### config.mk
export PLATFORM = sky130hd
export DESIGN_NAME = bkrc_regs
export DESIGN_NICKNAME = d
export VERILOG_FILES = /design/src/verilog/bkrc_pkg.sv /design/src/verilog/bkrc_fuse_if.sv /design/src/verilog/bkrc_regs.sv /design/src/verilog/bkrc_fuse_load.sv
export SDC_FILE = /design/constraint.sdc
export NUM_CORES = 1
export LEC_CHECK = 0
export BUFFER_PORTS_ARGS = -buffer_cell sky130_fd_sc_hd__buf_4
export CAP_MARGIN = 20
export CORE_AREA = 2 2 75 106
export CTS_CLUSTER_SIZE = 40
export DETAILED_ROUTE_END_ITERATION = 7
export DIE_AREA = 0 0 77 108
export PLACE_DENSITY_LB_ADDON = 0.05
export SYNTH_ARGS = -nofsm -noshare
export SYNTH_HDL_FRONTEND = slang
export SYNTH_SLANG_ARGS = --single-unit
### constraint.sdc
create_clock -name mclk -period 1.7 [get_ports mclk]
set_clock_uncertainty 0.05 [all_clocks]
set_input_delay 0.085 -clock mclk [delete_from_list [all_inputs] [get_ports mclk]]
set_output_delay 0.085 -clock mclk [all_outputs]
set_load 0.03 [all_outputs]
### src/verilog/bkrc_pkg.sv
// Package: register map, field layout and reset values of the buck control bank
package bkrc_pkg;
   // Printed offsets are register indices; byte address is four times the index
   localparam logic [7:0]  BKRC_IDX_B1_CTRL  = 8'h35;
   localparam logic [7:0]  BKRC_IDX_B1_LIMTM = 8'h36;
   localparam logic [7:0]  BKRC_IDX_B2_RUN   = 8'h38;
   localparam logic [7:0]  BKRC_IDX_B2_STBY  = 8'h39;
   localparam logic [11:0] BKRC_ADDR_B1_CTRL  = {2'h0, BKRC_IDX_B1_CTRL, 2'h0};
   localparam logic [11:0] BKRC_ADDR_B1_LIMTM = {2'h0, BKRC_IDX_B1_LIMTM, 2'h0};
   localparam logic [11:0] BKRC_ADDR_B2_RUN   = {2'h0, BKRC_IDX_B2_RUN, 2'h0};
   localparam logic [11:0] BKRC_ADDR_B2_STBY  = {2'h0, BKRC_IDX_B2_STBY, 2'h0};
   // Field positions
   localparam int BKRC_POS_DISCH     = 7;
   localparam int BKRC_POS_ILIM_LO   = 0;
   localparam int BKRC_POS_TMODE     = 4;
   localparam int BKRC_POS_VCODE_LO  = 0;
   localparam int BKRC_VCODE_W       = 6;
   localparam int BKRC_ILIM_W        = 2;
   // Reset values, held until the fuse image is loaded; the time select one until software writes it
   localparam logic                    BKRC_RST_DISCH = 1'h0;
   localparam logic [BKRC_ILIM_W-1:0]  BKRC_RST_ILIM  = 2'h0;
   localparam logic                    BKRC_RST_TMODE = 1'h0;
   localparam logic [BKRC_VCODE_W-1:0] BKRC_RST_VCODE = 6'h00;
   // Current-limit codes
   typedef enum logic [1:0] {
      BKRC_ILIM_1A0 = 2'b00,
      BKRC_ILIM_1A2 = 2'b01,
      BKRC_ILIM_1A5 = 2'b10,
      BKRC_ILIM_2A0 = 2'b11
   } bkrc_ilim_t;
   // Fuse loader states
   typedef enum logic [1:0] {
      BKRC_FL_WAIT = 2'b00,
      BKRC_FL_LOAD = 2'b01,
      BKRC_FL_DONE = 2'b10
   } bkrc_fl_state_t;
endpackage

### src/verilog/bkrc_fuse_if.sv
// Interface: fuse image handed from the loader to the register bank
`timescale 1ns/100ps
interface bkrc_fuse_if;
   import bkrc_pkg::*;
   logic                    load;
   logic                    dischDis;
   bkrc_ilim_t              ilim;
   logic                    tmode;
   logic [BKRC_VCODE_W-1:0] runCode;
   logic [BKRC_VCODE_W-1:0] stbyCode;
   modport src (output load, output dischDis, output ilim, output tmode,
                output runCode, output stbyCode);
   modport dst (input load, input dischDis, input ilim, input tmode,
                input runCode, input stbyCode);
endinterface

### src/verilog/bkrc_regs.sv
// Top: APB register bank for the two buck regulators' control settings
`timescale 1ns/100ps
module bkrc_regs
   import bkrc_pkg::*;
(
   input  wire logic                    mclk,
   input  wire logic                    rst_n,
   // APB slave
   input  wire logic                    psel,
   input  wire logic                    penable,
   input  wire logic                    pwrite,
   input  wire logic [11:0]             paddr,
   input  wire logic [31:0]             pwdata,
   input  wire logic [3:0]              pstrb,
   output logic                         pready,
   output logic [31:0]                  prdata,
   output logic                         pslverr,
   // Fuse image
   input  wire logic                    fuseValid,
   input  wire logic                    fuseDischDis,
   input  wire logic [1:0]              fuseIlim,
   input  wire logic                    fuseTmode,
   input  wire logic [BKRC_VCODE_W-1:0] fuseRunCode,
   input  wire logic [BKRC_VCODE_W-1:0] fuseStbyCode,
   // Regulator state pins
   input  wire logic                    buck1Enabled,
   input  wire logic                    standbyMode,
   // Regulator controls
   output logic                         buck1DischargeConnect,
   output logic                         buck1DischargeDisable,
   output logic [1:0]                   buck1CurrentLimit,
   output logic                         buck1TimeControlSelect,
   output logic [BKRC_VCODE_W-1:0]      buck2VoltageCode,
   output logic [BKRC_VCODE_W-1:0]      buck2RunVoltageCode,
   output logic [BKRC_VCODE_W-1:0]      buck2StandbyVoltageCode
);
   bkrc_fuse_if fuse ();

   // Stored fields
   logic                    dischDis_q;
   bkrc_ilim_t              ilim_q;
   logic                    tmode_q;
   logic [BKRC_VCODE_W-1:0] runCode_q;
   logic [BKRC_VCODE_W-1:0] stbyCode_q;

   // Bus handshake state
   logic                    pready_q;
   logic                    pslverr_q;
   logic [31:0]             prdata_q;
   logic [31:0]             rdData_d;
   logic                    hit;
   logic                    access;
   logic                    wrFire;

   // Pin synchronisers
   logic                    enMeta_q;
   logic                    enSync_q;
   logic                    stbyMeta_q;
   logic                    stbySync_q;

   // Output flops
   logic                    dischConn_q;
   logic                    dischDisOut_q;
   logic [1:0]              ilimOut_q;
   logic                    tmodeOut_q;
   logic [BKRC_VCODE_W-1:0] voltOut_q;
   logic [BKRC_VCODE_W-1:0] runOut_q;
   logic [BKRC_VCODE_W-1:0] stbyOut_q;

   // Fuse image loader
   bkrc_fuse_load u_fuse_load (
      .mclk         (mclk),
      .rst_n        (rst_n),
      .fuseValid    (fuseValid),
      .fuseDischDis (fuseDischDis),
      .fuseIlim     (fuseIlim),
      .fuseTmode    (fuseTmode),
      .fuseRunCode  (fuseRunCode),
      .fuseStbyCode (fuseStbyCode),
      .fuse         (fuse.src)
   );

   // Address decode; only the four mapped words answer without error
   always_comb begin
      hit = (paddr == BKRC_ADDR_B1_CTRL) || (paddr == BKRC_ADDR_B1_LIMTM) ||
            (paddr == BKRC_ADDR_B2_RUN) || (paddr == BKRC_ADDR_B2_STBY);
   end

   // One wait state so every bus output can come from a flop
   assign access = psel && penable;
   assign wrFire = access && pready_q && pwrite && hit && pstrb[0];

   // Read mux; unused positions stay zero
   always_comb begin
      rdData_d = 32'h0000_0000;
      case (paddr)
         BKRC_ADDR_B1_CTRL:  rdData_d[BKRC_POS_DISCH] = dischDis_q;
         BKRC_ADDR_B1_LIMTM: begin
            rdData_d[BKRC_POS_ILIM_LO +: BKRC_ILIM_W] = ilim_q;
            rdData_d[BKRC_POS_TMODE]                  = tmode_q;
         end
         BKRC_ADDR_B2_RUN:   rdData_d[BKRC_POS_VCODE_LO +: BKRC_VCODE_W] = runCode_q;
         BKRC_ADDR_B2_STBY:  rdData_d[BKRC_POS_VCODE_LO +: BKRC_VCODE_W] = stbyCode_q;
         default:            rdData_d = 32'h0000_0000;
      endcase
   end

   // Ready, error and read data raised together, dropped after the taking edge
   always_ff @(posedge mclk) begin
      if (!rst_n) begin
         pready_q  <= 1'b0;
         pslverr_q <= 1'b0;
         prdata_q  <= 32'h0000_0000;
      end else if (access && !pready_q) begin
         pready_q  <= 1'b1;
         pslverr_q <= !hit;
         prdata_q  <= (pwrite || !hit) ? 32'h0000_0000 : rdData_d;
      end else begin
         pready_q  <= 1'b0;
         pslverr_q <= 1'b0;
         prdata_q  <= 32'h0000_0000;
      end
   end

   assign pready  = pready_q;
   assign pslverr = pslverr_q;
   assign prdata  = prdata_q;

   // First buck control word: discharge bit only in this bank
   always_ff @(posedge mclk) begin
      if (!rst_n) begin
         dischDis_q <= BKRC_RST_DISCH;
      end else if (fuse.load) begin
         dischDis_q <= fuse.dischDis;
      end else if (wrFire && paddr == BKRC_ADDR_B1_CTRL) begin
         dischDis_q <= pwdata[BKRC_POS_DISCH];
      end
   end

   // Current limit; zero code until the fuse image says otherwise
   always_ff @(posedge mclk) begin
      if (!rst_n) begin
         ilim_q <= bkrc_ilim_t'(BKRC_RST_ILIM);
      end else if (fuse.load) begin
         ilim_q <= fuse.ilim;
      end else if (wrFire && paddr == BKRC_ADDR_B1_LIMTM) begin
         ilim_q <= bkrc_ilim_t'(pwdata[BKRC_POS_ILIM_LO +: BKRC_ILIM_W]);
      end
   end

   // Timing-control select; plain software bit, not fuse loaded
   always_ff @(posedge mclk) begin
      if (!rst_n) begin
         tmode_q <= BKRC_RST_TMODE;
      end else if (wrFire && paddr == BKRC_ADDR_B1_LIMTM) begin
         tmode_q <= pwdata[BKRC_POS_TMODE];
      end
   end

   // Second buck run code
   always_ff @(posedge mclk) begin
      if (!rst_n) begin
         runCode_q <= BKRC_RST_VCODE;
      end else if (fuse.load) begin
         runCode_q <= fuse.runCode;
      end else if (wrFire && paddr == BKRC_ADDR_B2_RUN) begin
         runCode_q <= pwdata[BKRC_POS_VCODE_LO +: BKRC_VCODE_W];
      end
   end

   // Second buck standby code; the fuse image carries the standby code here
   always_ff @(posedge mclk) begin
      if (!rst_n) begin
         stbyCode_q <= BKRC_RST_VCODE;
      end else if (fuse.load) begin
         stbyCode_q <= fuse.stbyCode;
      end else if (wrFire && paddr == BKRC_ADDR_B2_STBY) begin
         stbyCode_q <= pwdata[BKRC_POS_VCODE_LO +: BKRC_VCODE_W];
      end
   end

   // Regulator state pins are asynchronous to mclk
   always_ff @(posedge mclk) begin
      if (!rst_n) begin
         enMeta_q   <= 1'b0;
         enSync_q   <= 1'b0;
         stbyMeta_q <= 1'b0;
         stbySync_q <= 1'b0;
      end else begin
         enMeta_q   <= buck1Enabled;
         enSync_q   <= enMeta_q;
         stbyMeta_q <= standbyMode;
         stbySync_q <= stbyMeta_q;
      end
   end

   // Discharge path: closed only while disabled and not suppressed by software
   always_ff @(posedge mclk) begin
      if (!rst_n) begin
         dischConn_q <= 1'b0;
      end else begin
         dischConn_q <= !enSync_q && !dischDis_q;
      end
   end

   // Settings forwarded unchanged to the regulators
   always_ff @(posedge mclk) begin
      if (!rst_n) begin
         dischDisOut_q <= BKRC_RST_DISCH;
         ilimOut_q     <= BKRC_RST_ILIM;
         tmodeOut_q    <= BKRC_RST_TMODE;
         runOut_q      <= BKRC_RST_VCODE;
         stbyOut_q     <= BKRC_RST_VCODE;
      end else begin
         dischDisOut_q <= dischDis_q;
         ilimOut_q     <= ilim_q;
         tmodeOut_q    <= tmode_q;
         runOut_q      <= runCode_q;
         stbyOut_q     <= stbyCode_q;
      end
   end

   // Active voltage code follows the operating mode
   always_ff @(posedge mclk) begin
      if (!rst_n) begin
         voltOut_q <= BKRC_RST_VCODE;
      end else begin
         voltOut_q <= stbySync_q ? stbyCode_q : runCode_q;
      end
   end

   assign buck1DischargeConnect   = dischConn_q;
   assign buck1DischargeDisable   = dischDisOut_q;
   assign buck1CurrentLimit       = ilimOut_q;
   assign buck1TimeControlSelect  = tmodeOut_q;
   assign buck2VoltageCode        = voltOut_q;
   assign buck2RunVoltageCode     = runOut_q;
   assign buck2StandbyVoltageCode = stbyOut_q;
endmodule

### src/verilog/bkrc_fuse_load.sv
// Fuse loader: synchronises the fuse image and hands it over once after start-up
`timescale 1ns/100ps
module bkrc_fuse_load
   import bkrc_pkg::*;
(
   input  wire logic                    mclk,
   input  wire logic                    rst_n,
   input  wire logic                    fuseValid,
   input  wire logic                    fuseDischDis,
   input  wire logic [1:0]              fuseIlim,
   input  wire logic                    fuseTmode,
   input  wire logic [BKRC_VCODE_W-1:0] fuseRunCode,
   input  wire logic [BKRC_VCODE_W-1:0] fuseStbyCode,
   bkrc_fuse_if.src                     fuse
);
   localparam int W = 2 + BKRC_ILIM_W + 2 * BKRC_VCODE_W;

   logic [W-1:0]   meta_q;
   logic [W-1:0]   sync_q;
   logic           validMeta_q;
   logic           validSync_q;
   bkrc_fl_state_t state_q;

   // Two-stage synchronisers; fuse bits come from another macro, not this clock
   always_ff @(posedge mclk) begin
      if (!rst_n) begin
         meta_q      <= '0;
         sync_q      <= '0;
         validMeta_q <= 1'b0;
         validSync_q <= 1'b0;
      end else begin
         meta_q      <= {fuseDischDis, fuseIlim, fuseTmode, fuseRunCode, fuseStbyCode};
         sync_q      <= meta_q;
         validMeta_q <= fuseValid;
         validSync_q <= validMeta_q;
      end
   end

   // One load per reset; data stages settle together with the valid stage
   always_ff @(posedge mclk) begin
      if (!rst_n) begin
         state_q <= BKRC_FL_WAIT;
      end else begin
         case (state_q)
            BKRC_FL_WAIT: begin
               if (validSync_q) begin
                  state_q <= BKRC_FL_LOAD;
               end
            end
            BKRC_FL_LOAD: state_q <= BKRC_FL_DONE;
            BKRC_FL_DONE: state_q <= BKRC_FL_DONE;
            default:      state_q <= BKRC_FL_WAIT;
         endcase
      end
   end

   // Image fields to the bank
   assign fuse.load     = (state_q == BKRC_FL_LOAD);
   assign fuse.dischDis = sync_q[W-1];
   assign fuse.ilim     = bkrc_ilim_t'(sync_q[W-2 -: BKRC_ILIM_W]);
   assign fuse.tmode    = sync_q[2*BKRC_VCODE_W];
   assign fuse.runCode  = sync_q[2*BKRC_VCODE_W-1 -: BKRC_VCODE_W];
   assign fuse.stbyCode = sync_q[BKRC_VCODE_W-1:0];
endmodule

==> flow_summary_export.csv <==
group,metric,value,unit
run_status,status,"completed",
yosys,synthFlopType,"dfxtp_1",
cells_and_area,final_util,0.570,
power,total_power,4840,uW
grt,track_usage,0.154,
clock_tree,clkTransAtPathRegs,0.08,ns
grt,antenna_found_initial,0,
worst_hold_path,hold_path_class,"in -> reg",
yosys,synth_edf_count,0,
route,wirelength,5910,um
critical_path,critPathSlowestCell,"a221o_1",
yosys,ys_seq_area_frac,0.557,
yosys,syn_inst,298,
yosys,synth_top_area_frac,0.557,
timing,finalMaxSlewViolations,0,
yosys,synthTopCellsByArea,"dfxtp_1 (56%), and2_1 (11%), buf_4 (6.3%)",
placed_design,placed_cells,464,
grt,grt-ovfl-total,0,
die,die_y,108,um
critical_path,endpoint_kind,"register",
timing,period_needed,1.52,ns
timing,rsz0062_at_grt,"no",
yosys,yosys_warnings,0,
cells_and_area,syn_to_final_growth,34.9,%
timing,tns,0,ns
critical_path,cp_max_fo,10,
die,core_region_area,7310,um2
grt,grt_max_degree,38,
critical_path,crit_chain,"inv_1 > ha_1 > inv_2 > and4_1 > a221o_1",
route,vias,2261,
timing,slew_headroom,0.605,
route,drtIter0Drc,90,
critical_path,cp-start-kind,"register",
cells_and_area,drive_gt1_frac,0.260,
cells_and_area,antenna_cells,0,
route,via_per_inst,4.48,
timing,hold_viol,0,
timing,finalCritPeriodShare,0.894,
critical_path,critPathMaxStageDelay,0.37,ns
clock_tree,numCtsBuffers,9,
route,first_pass_iters,4,
die,fp.dieW,77,um
clock_tree,cts.path.max_buffers,2,
critical_path,crit_type,"reg -> reg",
placed_design,post-dp-hpwl,4210,um
timing,layout_setup_ws,0.181,ns
die,io_pins,129,
route,wl_per_cell,11.7,um
die,start_util,0.423,
clock_tree,cts_tree,"built",
die,rows,37,
route,drcViolationCount,0,
yosys,ys_ff_latch,86,
placed_design,io_buffers,74,
grt,grt_pass1_wl,10000,um
clock_tree,htree_levels,3,
grt,grt_pass1_vias,2129,
cells_and_area,multi_input_area,1190,um2
cells_and_area,fin_nets,478,
clock_tree,cts.sinks,86,
placed_design,place.gp.congestion,0.778,
flow_run,maxCapViolations,0,
route,ant_nets,0,
timing,worstMarginPinSlew,0.585,ns
critical_path,ff2ff_path_depth,5,
cells_and_area,sequential_cell_area,1720,um2
yosys,synth_cell_types,37,
yosys,synth_top_cell_by_area,"dfxtp_1",
timing,setup_viol,0,
die,dieArea,8320,um2
cells_and_area,fill_cells,702,
power,leakage,0.00182,uW
cells_and_area,layout_commonest_cell,"dfxtp_1",
clock_tree,cts-root-buf,"clkbuf_8",
critical_path,required,1.89,ns
timing,clock.fmax,658,MHz
placed_design,dp_slack,-0.185,ns
yosys,syn_avg_cell_area,10.4,um2
cells_and_area,instances_no_fill,505,
worst_hold_path,hold_depth,3,
yosys,synthArstFlopShare,0,
yosys,synth_area,3090,um2
clock_tree,clock_latency,0.34,ns
cells_and_area,final_cell_mix,"dfxtp_1 (86), buf_4 (84), and2_1 (52)",
power,power_per_cell_area,1160,nW/um2
power,ir_drop,0.568,mV
critical_path,crit_arrival,1.71,ns
-- through the flow --
| step | area [um2] | hold WS (ns) |
|---|---|---|
| 6_report | 4170 | 0.0422 |
| 5_1_grt | 4170 | 0.0437 |
| 4_1_cts | 4170 | 0.0125 |
| 3_5_place_dp | 3690 | 0.246 |
| 3_3_place_gp | 3690 | 0.244 |
| 2_1_floorplan | 3180 | 0.162 |
-- cell families after synthesis --
| group | after synthesis | share of synthesized area |
|---|---|---|
| simple gates | 99 | 0.201 |
| flops | 86 | 0.557 |
| compound gates | 57 | 0.117 |
| buf+inv | 44 | 0.0854 |
| mux | 8 | 0.0259 |
| fa+ha+maj | 3 | 0.0121 |
| other cells | 1 | 0.00121 |
-- registers in the layout (all words and copies together), names as in the netlist, 6 cells and up --
| register | count |
|---|---|
| stbyCode_q | 6 |
| buck2VoltageCode | 6 |
| prdata | 7 |
| u_fuse_load.meta_q | 15 |
| buck2RunVoltageCode | 6 |
| runCode_q | 6 |
| buck2StandbyVoltageCode | 6 |
| u_fuse_load.sync_q | 15 |
-- cells in the mapped netlist (all sizes together) (2+ instances only) --
library cell	number
inv	5
a221o	6
a22oi	6
and2	52
dfxtp	86
and3	10
buf	27
nor2	14
nor4	4
nor4bb	2
a31oi	9
nand2	3
mux2i	8
nand3	3
o21ai	18
nand3b	2
clkbuf	12
or4	2
ha	3
nand2b	2
a21oi	13
-- per-layer routing --
| layer | track usage | vias to the layer above | wire [um] |
|---|---|---|---|
| met5 | 0 | - | 0 |
| met4 | 0.0753 | 0 | 93 |
| met2 | 0.268 | 65 | 3090 |
| met1 | 0.178 | 1010 | 2480 |
| li1 | - | 1176 | - |
| met3 | 0.0359 | 10 | 243 |
-- path summary, 6_finish.rpt --
check,slack (ns),from,to
worst max-delay path,0.18,u_fuse_load.state_q[1],runCode_q[4]
worst min-delay path,0.04,psel,pready
worst max register to register,0.18,u_fuse_load.state_q[1],runCode_q[4]
worst min register to register,0.34,enSync_q,buck1DischargeConnect
-- critical path, delay by kind of cell (launching register included) --
kind,cells,cell delay (ns)
compound gates,1,0.37
simple gates,1,0.23
flops,1,0.31
fa+ha+maj,1,0.25
buf+inv,2,0.20
-- where the power goes --
group          leakage, uW  internal [uW]  switching (uW)
registers         0.000704           2210             109
logic              0.00101            416             516
clock network     0.000113            877             705
total              0.00182           3510            1330
-- timing repair --
action                     in CTS  in global routing
hold endpoints to repair       33                  0
setup endpoints to repair       0                  1
setup buffers                   0                  0
hold buffers                   25                  0
resized for setup               0                  1
-- final cells by class --
| type | instances | area share |
|---|---|---|
| sequential | 86 | 0.413 |
| multi-input combinational | 192 | 0.287 |
| timing repair buffer | 109 | 0.211 |
| clock buffer | 10 | 0.0330 |
| tap | 97 | 0.0291 |
| clock inverter | 6 | 0.0225 |
| inverter | 5 | 0.00450 |
No activity file was read; power rests on OpenSTA's default activity.
